## src/rtl/capture_regs.vh

```
// Constants of the sensor capture front end: limits, field positions,
// component codes, the warm-up count and the sampler width.
// Assumes inclusion by bare name from the design files of this block.
`ifndef CAPTURE_REGS_VH
`define CAPTURE_REGS_VH

// ****************************************************************
// Frame size limits in pixels and lines
// ****************************************************************
`define FRAME_MAX_W        10'h280
`define FRAME_MAX_H        10'h1e0
`define FRAME_MIN_W        10'h140
`define FRAME_MIN_H        10'h0f0
`define FRAME_MIN_H_SCALED 10'h100
`define GRAIN_MASK         10'h00f
`define GRAIN_MASK_SCALED  10'h01f

// ****************************************************************
// Embedded timing code layout
// ****************************************************************
`define CODE_LEAD0   8'hff
`define CODE_LEAD1   8'h00
`define CODE_V_BIT   5
`define CODE_H_BIT   4

// ****************************************************************
// Output component tags
// ****************************************************************
`define COMP_Y       2'h0
`define COMP_CB      2'h1
`define COMP_CR      2'h2

// ****************************************************************
// Warm-up count and sampler width
// ****************************************************************
`define PCLK_WARMUP  2'h3
`define SYNC_WIDTH   11

`endif

```

## src/rtl/sync_sampler.v

```verilog
// Two-stage synchroniser for a group of pins from outside the clock domain.
// Assumes each bit is a slow level; no bit relation is kept between stages.
module sync_sampler #(
  parameter W = 1
) (
  input  wire         clock,
  input  wire         rstn,
  input  wire [W-1:0] async_in,
  output wire [W-1:0] sync_out
);

  reg [W-1:0] meta_reg;
  reg [W-1:0] stable_reg;

  // ****************************************************************
  // Two flip-flops, the first read only by the second
  // ****************************************************************
  always @(posedge clock) begin
    if (!rstn) begin
      meta_reg   <= {W{1'b0}};
      stable_reg <= {W{1'b0}};
    end else begin
      meta_reg   <= async_in;
      stable_reg <= meta_reg;
    end
  end

  assign sync_out = stable_reg;

endmodule // sync_sampler

```

## src/rtl/code_finder.v

```verilog
// Finds four-byte embedded timing codes in the sampled pixel byte stream.
// Assumes one strobe per sensor byte; delays pixels by three bytes so the
// code lead bytes never leak out as pixels.
`include "capture_regs.vh"
module code_finder (
  input  wire       clock,
  input  wire       rstn,
  input  wire       enable,
  input  wire       byte_stb,
  input  wire [7:0] byte_in,
  output reg        out_stb,
  output reg  [7:0] out_byte,
  output reg        out_line,
  output reg        code_stb,
  output reg        code_v,
  output reg        code_h
);

  reg [7:0] b0_reg;
  reg [7:0] b1_reg;
  reg [7:0] b2_reg;
  reg [2:0] keep_reg;
  reg [2:0] tag_reg;
  reg       line_on_reg;
  wire      lead_seen;

  // Three held bytes form FF 00 00 and all are real stream bytes
  assign lead_seen = (b2_reg == `CODE_LEAD0) && (b1_reg == `CODE_LEAD1) &&
                     (b0_reg == `CODE_LEAD1) && (keep_reg == 3'h7);

  // ****************************************************************
  // Delay line, code decode and line state
  // ****************************************************************
  always @(posedge clock) begin
    if (!rstn || !enable) begin
      b0_reg      <= 8'h00;
      b1_reg      <= 8'h00;
      b2_reg      <= 8'h00;
      keep_reg    <= 3'h0;
      tag_reg     <= 3'h0;
      line_on_reg <= 1'b0;
      out_stb     <= 1'b0;
      out_byte    <= 8'h00;
      out_line    <= 1'b0;
      code_stb    <= 1'b0;
      code_v      <= 1'b0;
      code_h      <= 1'b0;
    end else begin
      out_stb  <= 1'b0;
      code_stb <= 1'b0;
      if (byte_stb) begin
        if (lead_seen) begin
          // Fourth byte: only bits 5 and 4 matter
          code_stb    <= 1'b1;
          code_v      <= byte_in[`CODE_V_BIT];
          code_h      <= byte_in[`CODE_H_BIT];
          line_on_reg <= ~byte_in[`CODE_H_BIT];
          keep_reg    <= 3'h0;
        end else begin
          out_stb  <= keep_reg[2];
          out_byte <= b2_reg;
          out_line <= tag_reg[2];
          b2_reg   <= b1_reg;
          b1_reg   <= b0_reg;
          b0_reg   <= byte_in;
          keep_reg <= {keep_reg[1:0], 1'b1};
          tag_reg  <= {tag_reg[1:0], line_on_reg};
        end
      end
    end
  end

endmodule // code_finder

```

## src/rtl/sensor_capture.v

```verilog
// Sensor capture front end: samples an 8-bit sensor stream, frames it from
// reference pins or embedded codes, crops, tags components and counts frames.
// Assumes the sensor pins arrive asynchronously and the pixel clock is
// much slower than clock, so every pixel clock level is seen.
`include "capture_regs.vh"
module sensor_capture (
  input  wire       clock,
  input  wire       rstn,
  input  wire       pix_clk,
  input  wire [7:0] pix_data,
  input  wire       href,
  input  wire       vref,
  input  wire       capture_en,
  input  wire       embedded_mode,
  input  wire       scaler_en,
  input  wire       swap_chroma,
  input  wire       swap_luma_chroma,
  input  wire       mono_y_only,
  input  wire       mono_drop_chroma,
  input  wire       limited_mode,
  input  wire [5:0] frame_num,
  input  wire [5:0] frame_skip,
  input  wire [9:0] crop_x,
  input  wire [9:0] crop_w,
  input  wire [9:0] crop_y,
  input  wire [9:0] crop_h,
  output reg  [7:0] pix_out,
  output reg        pix_valid,
  output reg  [1:0] pix_comp,
  output reg        frame_start,
  output reg        frame_done,
  output reg        capture_active,
  output reg        capture_stopped,
  output reg  [5:0] frame_total,
  output reg        size_error
);

  // ****************************************************************
  // Helper functions
  // ****************************************************************

  // Position inside a window whose length is capped at a limit
  function in_window;
    input [10:0] pos;
    input [9:0]  start;
    input [9:0]  len;
    input [9:0]  lim;
    reg   [10:0] span;
    begin
      span      = (len > lim) ? {1'b0, lim} : {1'b0, len};
      in_window = (pos >= {1'b0, start}) &&
                  ((pos - {1'b0, start}) < span);
    end
  endfunction

  // Frame size legal for the current scaler setting
  function size_ok;
    input [9:0] w;
    input [9:0] h;
    input       scaled;
    reg   [9:0] mask;
    reg   [9:0] min_h;
    begin
      mask    = scaled ? `GRAIN_MASK_SCALED : `GRAIN_MASK;
      min_h   = scaled ? `FRAME_MIN_H_SCALED : `FRAME_MIN_H;
      size_ok = (w >= `FRAME_MIN_W) && (w <= `FRAME_MAX_W) &&
                (h >= min_h) && (h <= `FRAME_MAX_H) &&
                ((w & mask) == 10'h000) && ((h & mask) == 10'h000);
    end
  endfunction

  // ****************************************************************
  // Pin sampling and pixel clock edge detection
  // ****************************************************************
  wire [`SYNC_WIDTH-1:0] sync_bus;
  wire                   s_pclk;
  wire                   s_href;
  wire                   s_vref;
  wire [7:0]             s_data;
  reg                    pclk_d_reg;
  reg                    href_d_reg;
  reg                    vref_d_reg;
  reg  [1:0]             warm_reg;
  wire                   pix_edge;
  wire                   warm;

  // All sensor pins pass two flip-flops before use
  sync_sampler #(
    .W (`SYNC_WIDTH)
  ) u_sync (
    .clock    (clock),
    .rstn     (rstn),
    .async_in ({pix_clk, href, vref, pix_data}),
    .sync_out (sync_bus)
  );

  assign s_pclk   = sync_bus[10];
  assign s_href   = sync_bus[9];
  assign s_vref   = sync_bus[8];
  assign s_data   = sync_bus[7:0];
  assign pix_edge = s_pclk & ~pclk_d_reg;
  assign warm     = (warm_reg == `PCLK_WARMUP);

  // Edge history and warm-up count of pixel clock rising edges
  always @(posedge clock) begin
    if (!rstn) begin
      pclk_d_reg <= 1'b0;
      href_d_reg <= 1'b0;
      vref_d_reg <= 1'b0;
      warm_reg   <= 2'h0;
    end else begin
      pclk_d_reg <= s_pclk;
      if (pix_edge) begin
        href_d_reg <= s_href;
        vref_d_reg <= s_vref;
        if (!warm)
          warm_reg <= warm_reg + 2'h1;
      end
    end
  end

  // ****************************************************************
  // Embedded code path
  // ****************************************************************
  wire       cf_stb;
  wire [7:0] cf_byte;
  wire       cf_line;
  wire       code_stb;
  wire       code_v;
  wire       code_h;
  reg        v_prev_reg;

  code_finder u_codes (
    .clock    (clock),
    .rstn     (rstn),
    .enable   (embedded_mode),
    .byte_stb (pix_edge),
    .byte_in  (s_data),
    .out_stb  (cf_stb),
    .out_byte (cf_byte),
    .out_line (cf_line),
    .code_stb (code_stb),
    .code_v   (code_v),
    .code_h   (code_h)
  );

  // ****************************************************************
  // Unified byte stream and line/frame events
  // ****************************************************************
  reg        in_frame_reg;
  wire       byte_stb_u;
  wire [7:0] byte_u;
  wire       active_u;
  wire       line_end;
  wire       frame_begin;
  wire       frame_finish;

  // Pick the timing source
  assign byte_stb_u  = embedded_mode ? cf_stb : pix_edge;
  assign byte_u      = embedded_mode ? cf_byte : s_data;
  assign active_u    = embedded_mode ? cf_line : s_href;
  assign line_end    = embedded_mode ? (code_stb & code_h) :
                       (pix_edge & href_d_reg & ~s_href);
  assign frame_begin = warm & ~in_frame_reg & (embedded_mode ?
                       (code_stb & ~code_v & v_prev_reg) :
                       (pix_edge & s_vref & ~vref_d_reg));
  assign frame_finish = in_frame_reg & (embedded_mode ?
                        (code_stb & code_v) :
                        (pix_edge & vref_d_reg & ~s_vref));

  // Last seen vertical flag of the embedded codes
  always @(posedge clock) begin
    if (!rstn)
      v_prev_reg <= 1'b0;
    else if (code_stb)
      v_prev_reg <= code_v;
  end

  // ****************************************************************
  // Line position, component order and size measurement
  // ****************************************************************
  reg  [1:0]  phase_reg;
  reg  [10:0] x_reg;
  reg  [10:0] y_reg;
  reg  [9:0]  line_w_reg;
  wire        mono;
  wire        is_luma;
  wire        is_cr;
  wire        take;

  assign mono    = mono_y_only | mono_drop_chroma;
  // Default order Cb Y Cr Y; swaps move luma and pick Cr/Cb
  assign is_luma = mono_y_only | (phase_reg[0] ^ swap_luma_chroma);
  assign is_cr   = phase_reg[1] ^ swap_chroma;
  assign take    = byte_stb_u & active_u & in_frame_reg;

  // Byte phase and pixel/line counters
  always @(posedge clock) begin
    if (!rstn) begin
      phase_reg  <= 2'h0;
      x_reg      <= 11'h000;
      y_reg      <= 11'h000;
      line_w_reg <= 10'h000;
    end else if (frame_begin) begin
      phase_reg  <= 2'h0;
      x_reg      <= 11'h000;
      y_reg      <= 11'h000;
      line_w_reg <= 10'h000;
    end else if (line_end) begin
      phase_reg <= 2'h0;
      x_reg     <= 11'h000;
      if (x_reg != 11'h000) begin
        y_reg      <= (y_reg == 11'h7ff) ? y_reg : y_reg + 11'h001;
        line_w_reg <= x_reg[10] ? 10'h3ff : x_reg[9:0];
      end
    end else if (take) begin
      phase_reg <= phase_reg + 2'h1;
      if (is_luma && x_reg != 11'h7ff)
        x_reg <= x_reg + 11'h001;
    end
  end

  // ****************************************************************
  // Capture control: skip, count, stop
  // ****************************************************************
  reg  [5:0] skip_reg;
  reg        cap_reg;
  wire       allow;
  wire [5:0] total_next;

  assign allow      = capture_en & ~capture_stopped &
                      ~(limited_mode && frame_num == 6'h00);
  assign total_next = frame_total + 6'h01;

  // Frame decision at each frame start, bookkeeping at its end
  always @(posedge clock) begin
    if (!rstn) begin
      in_frame_reg    <= 1'b0;
      cap_reg         <= 1'b0;
      skip_reg        <= 6'h00;
      frame_total     <= 6'h00;
      capture_stopped <= 1'b0;
      capture_active  <= 1'b0;
      frame_start     <= 1'b0;
      frame_done      <= 1'b0;
      size_error      <= 1'b0;
    end else begin
      frame_start <= 1'b0;
      frame_done  <= 1'b0;
      if (frame_begin)
        in_frame_reg <= 1'b1;
      else if (frame_finish)
        in_frame_reg <= 1'b0;
      if (!capture_en) begin
        // Restart counting so the next enabled frame is taken
        cap_reg         <= 1'b0;
        skip_reg        <= 6'h00;
        frame_total     <= 6'h00;
        capture_stopped <= 1'b0;
        capture_active  <= 1'b0;
      end else if (frame_begin && allow) begin
        cap_reg        <= (skip_reg == 6'h00);
        capture_active <= (skip_reg == 6'h00);
        frame_start    <= (skip_reg == 6'h00);
        skip_reg       <= (skip_reg >= frame_skip) ? 6'h00 :
                          skip_reg + 6'h01;
      end else if (frame_finish && cap_reg) begin
        cap_reg        <= 1'b0;
        capture_active <= 1'b0;
        frame_done     <= 1'b1;
        frame_total    <= total_next;
        if (limited_mode && total_next >= frame_num)
          capture_stopped <= 1'b1;
        size_error <= ~size_ok(line_w_reg, y_reg[10] ? 10'h3ff :
                      y_reg[9:0], scaler_en);
      end
    end
  end

  // ****************************************************************
  // Pixel output with crop and monochrome filtering
  // ****************************************************************
  wire in_crop;
  wire keep_byte;

  assign in_crop   = in_window(x_reg, crop_x, crop_w, `FRAME_MAX_W) &&
                     in_window(y_reg, crop_y, crop_h, `FRAME_MAX_H);
  assign keep_byte = take & cap_reg & in_crop &
                     ~(mono & ~is_luma);

  // Registered output byte and its component tag
  always @(posedge clock) begin
    if (!rstn) begin
      pix_out   <= 8'h00;
      pix_valid <= 1'b0;
      pix_comp  <= `COMP_Y;
    end else begin
      pix_valid <= keep_byte;
      if (keep_byte) begin
        pix_out <= byte_u;
        if (is_luma)
          pix_comp <= `COMP_Y;
        else if (is_cr)
          pix_comp <= `COMP_CR;
        else
          pix_comp <= `COMP_CB;
      end
    end
  end

endmodule // sensor_capture

```

## config.mk

```make
export PLATFORM = sky130hd
export DESIGN_NAME = sensor_capture
export DESIGN_NICKNAME = d
export VERILOG_FILES = /design/src/rtl/sync_sampler.v /design/src/rtl/code_finder.v /design/src/rtl/sensor_capture.v
export VERILOG_INCLUDE_DIRS = /design/src /design/src/rtl
export SDC_FILE = /design/constraint.sdc
export NUM_CORES = 1
export LEC_CHECK = 0
export BUFFER_PORTS_ARGS = -buffer_cell sky130_fd_sc_hd__clkbuf_2
export CAP_MARGIN = 20
export CORE_ASPECT_RATIO = 1.75
export CORE_MARGIN = 1.5
export CORE_UTILIZATION = 30
export CTS_BUF_LIST = sky130_fd_sc_hd__clkbuf_2 sky130_fd_sc_hd__clkbuf_4 sky130_fd_sc_hd__clkbuf_8
export CTS_CLUSTER_DIAMETER = 40
export DETAILED_ROUTE_END_ITERATION = 8
export GPL_ROUTABILITY_DRIVEN = 0
export PLACE_DENSITY = 0.59
export SLEW_MARGIN = 20
export SYNTH_ARGS = -nofsm -noshare
export SYNTH_HDL_FRONTEND = slang
export SYNTH_SLANG_ARGS = --single-unit
```

## constraint.sdc

```tcl
create_clock -name clock -period 6.4 [get_ports clock]
set_input_delay 0.64 -clock clock [delete_from_list [all_inputs] [get_ports clock]]
set_output_delay 0.64 -clock clock [all_outputs]
set_load 0.05 [all_outputs]
```

# ---- Yosys cells after proc, flatten, opt, wreduce, memory -nomap -nowiden
# Cells that the tools add are included.
dict set report totals {
  regBits 135
  latch_bits 0
  ram_bits 0
  rom_bits 0
  out_inout_bits 22
  elab_cells 172
  n_memories 0
}
dict set report op_classes {
  add_sub_neg 8
  mul 0
  div_mod_pow 0
  n_lt_le_gt_ge 12
  eq_ne 5
  n_shift 0
  mux 22
  n_bitwise 47
  n_reduce_logical 44
}
# operator count
set ops {}
lappend ops {{$mux 10} 4}
lappend ops {{$add 11x1->11 const B} 2}
lappend ops {{$and 1x1->1} 22}
lappend ops {{$ge 11x10->1} 2}
lappend ops {{$lt 11x10->1} 2}
lappend ops {{$sub 11x10->11} 2}
lappend ops {{$and 10x5->10} 2}
lappend ops {{$logic_not 10->1} 2}
lappend ops {{$not 1->1} 19}
lappend ops {{$logic_and 1x1->1} 16}
lappend ops {{$logic_not 8->1} 2}
lappend ops {{$reduce_and 2->1} 7}
lappend ops {{$add 6x1->6 const B} 2}
lappend ops {{$ge 6x6->1} 2}
lappend ops {{$logic_not 6->1} 2}
lappend ops {{$reduce_and 3->1} 4}
lappend ops {{$eq 11x11->1 const B} 1}
lappend ops {{$mux 1} 11}
lappend ops {{$ne 11x11->1 const B} 1}
lappend ops {{$reduce_bool 11->1} 1}
lappend ops {{$ge 10x9->1} 1}
lappend ops {{$ge 10x9->1 const B} 1}
lappend ops {{$gt 10x10->1 const B} 1}
lappend ops {{$gt 10x9->1 const B} 1}
lappend ops {{other kinds (19)} 28}

# ---- Logic depth before layout (Yosys ltp)
# Gate-level depths: netlist of run 1.
dict set report logic_depth {
  word_depth 9
  mapped_depth 19
}

# ---- Modules after synthesis
# From an unflattened synthesis of run 1, not the netlist that was laid out.
dict set report unflattened {
  cells_unflattened 855
  hier_area_um2 7541.0
}
# module n_inst cells_per_inst area_per_inst_um2
set modules_own_cells {}
lappend modules_own_cells {sensor_capture 1 638 5193.7}
lappend modules_own_cells {code_finder 1 171 1726.7}
lappend modules_own_cells {sync_sampler 1 46 620.6}

# ---- Worst setup path after synthesis of run 1
# No wires, ideal clock.
dict set report synth_timing {
  kind {input -> register}
  start {input port crop_x[0]}
  end {register pix_comp[1]}
  arrival_ns 3.927
  required_ns 6.328
  path_slack_ns 2.401
  cell_stages 17
  cell_sequence {ha_1 inv_1 fa_1 a211oi_1 nor2_1 o21a_1 a21bo_2 a21oi_1 xnor2_1 ha_1 a21o_1 nand2_1 o2111ai_1 nor4_4 and3_1 buf_2 mux2i_1}
}
dict set report synth_between {
  elab_chain_len 6
  elab_cells_between_ends 7
}
# element line
set synth_rtl {}
lappend synth_rtl {{start: declaration} sensor_capture.v:23} ;# input wire [9:0] crop_x,
lappend synth_rtl {{$sub 11x10->11} sensor_capture.v:52} ;# ((pos - {1'b0, start}) < span);
lappend synth_rtl {{$lt 11x10->1} sensor_capture.v:52}
lappend synth_rtl {{$logic_and 1x1->1 (*)} sensor_capture.v:51} ;# in_window = (pos >= {1'b0, start}) &&
lappend synth_rtl {{$logic_and 1x1->1 (*)} sensor_capture.v:286} ;# assign in_crop = in_window(x_reg, crop_x, crop_w, `FRAME_MAX_W) &&
lappend synth_rtl {{$and 1x1->1 (*) (2 in series)} sensor_capture.v:288} ;# assign keep_byte = take & cap_reg & in_crop &
lappend synth_rtl {{end signal: assignment} sensor_capture.v:296} ;# pix_comp <= `COMP_Y;
lappend synth_rtl {{end signal: assignment} sensor_capture.v:302} ;# pix_comp <= `COMP_Y;
lappend synth_rtl {{end signal: assignment} sensor_capture.v:304} ;# pix_comp <= `COMP_CR;
lappend synth_rtl {{end: declaration} sensor_capture.v:29} ;# output reg [1:0] pix_comp,
# Mark *: on every way between the ends. The rest lies on a longest branch, timed or not.
# A chain may end at the register's enable or synchronous reset.

# ---- Final worst setup path of run 1
dict set report layout_timing {
  start {register x_reg[0]}
  end {register pix_comp[1]}
}
dict set report layout_between {
  elab_chain_len 6
  elab_cells_between_ends 7
}
# element line
set layout_rtl {}
lappend layout_rtl {{start: declaration} sensor_capture.v:183} ;# reg [10:0] x_reg;
lappend layout_rtl {{start signal: assignment} sensor_capture.v:219} ;# x_reg <= x_reg + 11'h001;
lappend layout_rtl {{$sub 11x10->11} sensor_capture.v:52}
lappend layout_rtl {{$lt 11x10->1} sensor_capture.v:52}
lappend layout_rtl {{$logic_and 1x1->1 (*)} sensor_capture.v:51}
lappend layout_rtl {{$logic_and 1x1->1 (*)} sensor_capture.v:286}
lappend layout_rtl {{$and 1x1->1 (*) (2 in series)} sensor_capture.v:288}
# Marks and branches as above.

==> impl_metrics.env, run 1 <==
export IMPL_rsz0062_at_grt="no"
export IMPL_cp_required_ns=6.78
export IMPL_yosysMostFrequentCell="dfxtp_1"
export IMPL_synth_top_area_share_pct=36.8
export IMPL_finClkSkew_ns=0.0157
export IMPL_ys_seq_area_share_pct=36.8
export IMPL_grt_usage_pct=14.4
export IMPL_drc=0
export IMPL_path_buf_inv=2
export IMPL_critPathCapture="pix_comp[1]"
export IMPL_ys_top_cells_by_count="dfxtp_1, nor2_1, nand2_1"
export IMPL_seqPwrFrac_pct=48.9
export IMPL_start_util_pct=30.6
export IMPL_ant_nets=0
export IMPL_pwr_share_clk_pct=43.1
export IMPL_r2r_cells=17
export IMPL_clkLatencyLatePin_ns=0.45
export IMPL_utilization_pct=35.5
export IMPL_routed_via_density=4.93
export IMPL_synth_area_leaders="dfxtp_1, ha_1, mux2i_1"
export IMPL_cts_setup_buffers=0
export IMPL_cts_buffer_depth=2
export IMPL_power_density_nw_per_um2=204
export IMPL_antenna_cells=0
export IMPL_final_hold_violation_count=0
export IMPL_portBuffers=94
export IMPL_slew_headroom_pct=40.5
export IMPL_synth_ff_type="dfxtp_1"
export IMPL_ys_types=56
export IMPL_die_x_um=121
export IMPL_grt_max_degree=51
export IMPL_cts_root_buf="clkbuf_8"
export IMPL_worstHoldStart="href"
export IMPL_setup_viol=0
export IMPL_worstPathMaxFanout=11
export IMPL_cts_tree="yes"
export IMPL_avgSynthCellArea_um2=8.63
export IMPL_p_sw_uw=455
export IMPL_critPathLaunch="x_reg[0]"
export IMPL_synth_cells=852
export IMPL_maxSlewViolCount=0
export IMPL_cts_hold_buf=0
export IMPL_cp_depth=17
export IMPL_grt_ovfl_total=0
export IMPL_path_class="register to register"
export IMPL_fin_crit_sh_pct=67.2
export IMPL_grt_pass1_vias=6130
export IMPL_syn_num_nets=990
export IMPL_clkSinkCount=135
export IMPL_fmax_ghz=0.232
export IMPL_status="completed"
export IMPL_cp_slowest_cell="nor4_4"
export IMPL_drv_cap=0
export IMPL_worst_pin_slew_ns=0.890
export IMPL_vias=6202
export IMPL_regToRegSetupSlack_ns=2.10
export IMPL_endpoint_kind="register"
export IMPL_power_frac_comb_pct=8.0
export IMPL_synth_edf_count=0
export IMPL_slowest_delay_ns=0.60
export IMPL_nNetsFinal=1076
export IMPL_total_power_mw=1.74
export IMPL_synthArstFlopShare_pct=0
export IMPL_num_fill_cells=2587
export IMPL_drt_pass1_iter_count=4
export IMPL_crit_family="simple AND/OR/NAND/NOR gates"
export IMPL_avgRoutedWirePerCell_um=14.2
export IMPL_core_area_um2=24000
export IMPL_ioPinCount=95
export IMPL_cp_start_kind="register"
export IMPL_drtIter0Drc=201
export IMPL_ys_ff_latch=135
export IMPL_grt_pass1_wl_um=29200
export IMPL_cp_arrival_ns=4.69
export IMPL_final_layout_size_suffix_gt1_share_pct=14.9
export IMPL_p_leak_nw=3.68
export IMPL_hpwl_um=14000
export IMPL_clkTransAtPathRegs_ns=0.09
export IMPL_cts_resized_gates=0
export IMPL_antenna_found_initial=0
export IMPL_whs_ns=0.395
export IMPL_numCtsBuffers=17
export IMPL_fin_cells=1259
export IMPL_r2r_end="pix_comp[1]"
export IMPL_dieArea_um2=25500
export IMPL_switching_share_pct=26.2
export IMPL_worstHoldPathType="primary input to register"
export IMPL_die_h_um=210
export IMPL_rows=75
export IMPL_min_period_ns=4.30
export IMPL_crit_chain="inv_1, ha_1, inv_1, fa_1, a211oi_1, nor2_1, o21a_1, a21bo_2, a21oi_1, xnor2_1, ha_1, a21o_1, nand2_1, o2111ai_1, nor4_4, and3_1, mux2i_1"
export IMPL_ff_latch_area_um2=2700
export IMPL_synth_top_cell_by_area="dfxtp_1"
export IMPL_p_int_mw=1.28
export IMPL_ys_warn_count=0
export IMPL_syn_area_um2=7350
export IMPL_multiInputGateArea_um2=4320
export IMPL_drt_wl_total_um=17900
export IMPL_place_inst=1227
export IMPL_htree_levels=4
export IMPL_area_delta_synth_final_pct=16.0
export IMPL_ir_worst_vdd_uv=226
export IMPL_r2r_start="x_reg[0]"
export IMPL_tns_ns=0
[how the worst min path moves through the flow]
stage | slack [ns] | to | cells past startpoint
after floorplan | 0.41 | u_sync.sync_out[0] | 1
after global placement | 0.41 | u_sync.sync_out[3] | 1
after detailed placement | 0.42 | u_sync.sync_out[6] | 1
after CTS | 0.37 | u_sync.meta_reg[4] | 2
after global routing | 0.37 | u_sync.meta_reg[9] | 2
final | 0.39 | u_sync.meta_reg[9] | 2
[per-layer routing]
layer / wire length, um / track usage (%)
met5: 0 / 0
met2: 9860 / 27.8
met4: 476 / 5.96
met3: 535 / 2.73
met1: 7000 / 14.7
[layout make-up]
type	instances	area share, %
inverter	53	2.33
timing repair buffer	97	5.78
clock inverter	14	2.11
tap	308	4.52
multi-input combinational	634	50.6
clock buffer	18	2.91
sequential	135	31.7
[power groups by stage]
| stage | clock (mW) | combinational [mW] | sequential, mW |
|---|---|---|---|
| 2_1_floorplan | 0 | 0.0925 | 0.869 |
| 3_3_place_gp | 0 | 0.139 | 0.870 |
| 3_5_place_dp | 0 | 0.141 | 0.871 |
| 4_1_cts | 0.773 | 0.141 | 0.851 |
| 5_1_grt | 0.810 | 0.158 | 0.852 |
| 6_report | 0.750 | 0.138 | 0.851 |
[stage by stage]
stage	setup WS (ns)	cell area (um2)
final	2.10	8530
after floorplan	2.40	7350
after global placement	1.96	8100
after global routing	1.72	8530
after CTS	2.07	8520
after detailed placement	1.86	8100
[layout by cell type, fill, tap and decap left out, types with 19 or more instances in the layout]
| cell type | instances |
|---|---|
| nor2_1 | 107 |
| inv_1 | 53 |
| xor2_1 | 22 |
| nand2_1 | 66 |
| mux2i_1 | 49 |
| xnor2_1 | 19 |
| and2_1 | 27 |
| nand4_1 | 25 |
| nor3_1 | 24 |
| nand3_1 | 28 |
| a21oi_1 | 40 |
| clkbuf_2 | 94 |
| o21ai_0 | 23 |
| dfxtp_1 | 135 |
| ha_1 | 63 |
[logic make-up (layout without fill, tap and decap cells)]
kind of cell | count (synthesis) | in the layout | synth area share (%)
other cells | 1 | 1 | 0.0510
simple gates | 339 | 339 | 23.0
buf+inv | 83 | 182 | 4.51
mux | 49 | 49 | 6.67
flops | 135 | 135 | 36.8
xor+xnor | 41 | 41 | 4.89
compound gates | 139 | 139 | 12.8
fa+ha+maj | 65 | 65 | 11.3
[worst register-to-register path, cell delays in order, from the launching register on]
cell and delay [ns]:
dfxtp_1 0.36, inv_1 0.13, ha_1 0.18, inv_1 0.05, fa_1 0.42, a211oi_1 0.30, nor2_1 0.11, o21a_1 0.20
a21bo_2 0.21, a21oi_1 0.16, xnor2_1 0.14, ha_1 0.26, a21o_1 0.18, nand2_1 0.05, o2111ai_1 0.16, nor4_4 0.61
and3_1 0.50, mux2i_1 0.22
No activity file was read; power rests on OpenSTA's default activity.
==> run 2, diff against run 1 <==
--- a/config.mk
+++ b/config.mk
@@ -15,7 +15,7 @@
 export CTS_CLUSTER_DIAMETER = 40
 export DETAILED_ROUTE_END_ITERATION = 8
 export GPL_ROUTABILITY_DRIVEN = 0
-export PLACE_DENSITY = 0.59
+export PLACE_DENSITY = 0.61
 export SLEW_MARGIN = 20
 export SYNTH_ARGS = -nofsm -noshare
 export SYNTH_HDL_FRONTEND = slang
==> constraint.sdc (replaced) <==
create_clock -name clock -period 3.5 [get_ports clock]
set_input_delay 0.35 -clock clock [delete_from_list [all_inputs] [get_ports clock]]
set_output_delay 0.35 -clock clock [all_outputs]
set_load 0.05 [all_outputs]
==> impl_metrics.env, run 2 (synthesis results as in run 1) <==
export IMPL_status="completed"
export IMPL_seqPwrFrac_pct=48.5
export IMPL_cp_start_kind="register"
export IMPL_worstPathMaxFanout=4
export IMPL_htree_levels=4
export IMPL_worst_pin_slew_ns=1.10
export IMPL_final_cell_mix="dfxtp_1, nor2_1, clkbuf_2, nand2_1"
export IMPL_min_to="u_sync.meta_reg[6]"
export IMPL_clkLatencyLatePin_ns=0.46
export IMPL_portBuffers=94
export IMPL_power_frac_comb_pct=9.3
export IMPL_place_ws_ns=-0.284
export IMPL_grt_pass1_wl_um=30100
export IMPL_start_util_pct=30.6
export IMPL_worstHoldPathType="primary input to register"
export IMPL_cp_required_ns=3.89
export IMPL_hpwl_um=14300
export IMPL_setup_viol=0
export IMPL_antenna_found_initial=0
export IMPL_fin_ws_ns=0.0149
export IMPL_grt_ovfl_total=0
export IMPL_routed_via_density=4.91
export IMPL_cts_root_buf="clkbuf_8"
export IMPL_cts_tree="yes"
export IMPL_nNetsFinal=1131
export IMPL_ir_worst_vdd_uv=312
export IMPL_vias=6450
export IMPL_antenna_cells=0
export IMPL_clkSinkCount=135
export IMPL_p_leak_nw=3.97
export IMPL_switching_share_pct=27.3
export IMPL_endpoint_kind="register"
export IMPL_die_x_um=121
export IMPL_power_density_nw_per_um2=352
export IMPL_die_h_um=210
export IMPL_clkTransAtPathRegs_ns=0.10
export IMPL_final_common_cell="dfxtp_1"
export IMPL_ioPinCount=95
export IMPL_rows=75
export IMPL_r2r_cells=17
export IMPL_numCtsBuffers=17
export IMPL_r2r_end="pix_comp[1]"
export IMPL_fmax_ghz=0.287
export IMPL_dieArea_um2=25500
export IMPL_final_hold_violation_count=0
export IMPL_ant_nets=0
export IMPL_area_delta_synth_final_pct=23.7
export IMPL_avgRoutedWirePerCell_um=14.1
export IMPL_maxSlewViolCount=0
export IMPL_pwr_share_clk_pct=42.1
export IMPL_cts_buffer_depth=2
export IMPL_grt_max_degree=45
export IMPL_final_layout_size_suffix_gt1_share_pct=22.9
export IMPL_path_class="register to register"
export IMPL_min_path_cells=2
export IMPL_finClkSkew_ns=0.0214
export IMPL_grt_usage_pct=14.8
export IMPL_cp_arrival_ns=3.88
export IMPL_worstHoldStart="pix_data[6]"
export IMPL_drtIter0Drc=224
export IMPL_grt_pass1_vias=6482
export IMPL_p_int_mw=2.33
export IMPL_min_period_ns=3.49
export IMPL_r2r_start="x_reg[1]"
export IMPL_fin_cells=1314
export IMPL_tns_ns=0
export IMPL_drv_cap=0
export IMPL_slew_headroom_pct=26.5
export IMPL_p_sw_uw=874
export IMPL_fin_crit_sh_pct=99.6
export IMPL_cts_hold_buf=0
export IMPL_drc=0
export IMPL_total_power_mw=3.20
export IMPL_rsz0062_at_grt="yes"
export IMPL_place_inst=1271
export IMPL_drt_wl_total_um=18500
export IMPL_core_area_um2=24000
export IMPL_regToRegSetupSlack_ns=0.01
export IMPL_drt_pass1_iter_count=4
export IMPL_num_fill_cells=2532
-- run 2: changes by cell type in the layout (fill, tap and decap cells not counted), moves of 4 or more --
cell and delta:
buf_4 +54, ha_1 -6, a211oi_1 -4, ha_4 +4
-- run 2: metal layers --
layer | global-route usage (%) | wire length (um)
met2 | 29.5 | 10300
met3 | 2.41 | 624
met1 | 14.7 | 7050
met4 | 5.68 | 533
met5 | 0 | 0
-- run 2: area by class of cell --
class | count | area, um2 | share of cell area [%]
Multi-Input combinational cell | 634 | 4480 | 49.3
Sequential cell | 135 | 2710 | 29.8
Timing Repair Buffer | 152 | 910 | 10.0
Tap cell | 308 | 385 | 4.24
Clock buffer | 19 | 262 | 2.88
Inverter | 53 | 199 | 2.19
Clock inverter | 13 | 150 | 1.65
-- run 2: repair_timing --
action,in CTS,in global routing
endpoints found under the hold margin,0,0
pin swaps,14,20
gates resized for setup,13,17
setup buffers,11,1
setup endpoints to repair,11,11
-- run 2: how the worst max path moves through the flow --
stage	startpoint	end	slack, ns	cells after the start
finish	x_reg[1]	pix_comp[1]	0.01	17
global route	x_reg[0]	pix_comp[1]	-0.24	20
CTS	x_reg[0]	pix_comp[1]	-0.12	18
detailed placement	crop_y[1]	pix_comp[1]	-0.28	19
global placement	crop_y[1]	pix_out[3]	-0.23	19
floorplan	y_reg[0]	pix_comp[1]	0.0003	19
-- run 2: critical path: stages, from the launching register on --
cell      delay, ns
dfxtp_2        0.38
ha_4           0.21
nor2b_2        0.15
o31a_1         0.32
o211ai_1       0.24
a21boi_1       0.12
o21ai_1        0.18
mux2i_1        0.19
nand2_1        0.07
ha_2           0.17
nor2_2         0.08
nand3_1        0.07
a31oi_1        0.18
nand4_1        0.17
nor4_4         0.36
and3_4         0.26
buf_6          0.10
mux2i_1        0.18
-- run 2: power groups by stage --
stage	combinational (mW)	clock [mW]	sequential [mW]
5_1_grt	0.336	1.44	1.56
3_5_place_dp	0.280	0	1.59
6_report	0.299	1.35	1.55
3_3_place_gp	0.276	0	1.59
4_1_cts	0.293	1.38	1.55
2_1_floorplan	0.172	0	1.59
-- run 2: per-stage QoR --
stage               cell area, um2  hold slack [ns]  utilization, %
finish                        9090           0.0978            37.8
global route                  9090           0.0919            37.8
CTS                           9010           0.0730            37.5
global placement              8460            0.414            35.2
floorplan                     7390            0.412               -
detailed placement            8460            0.418            35.2
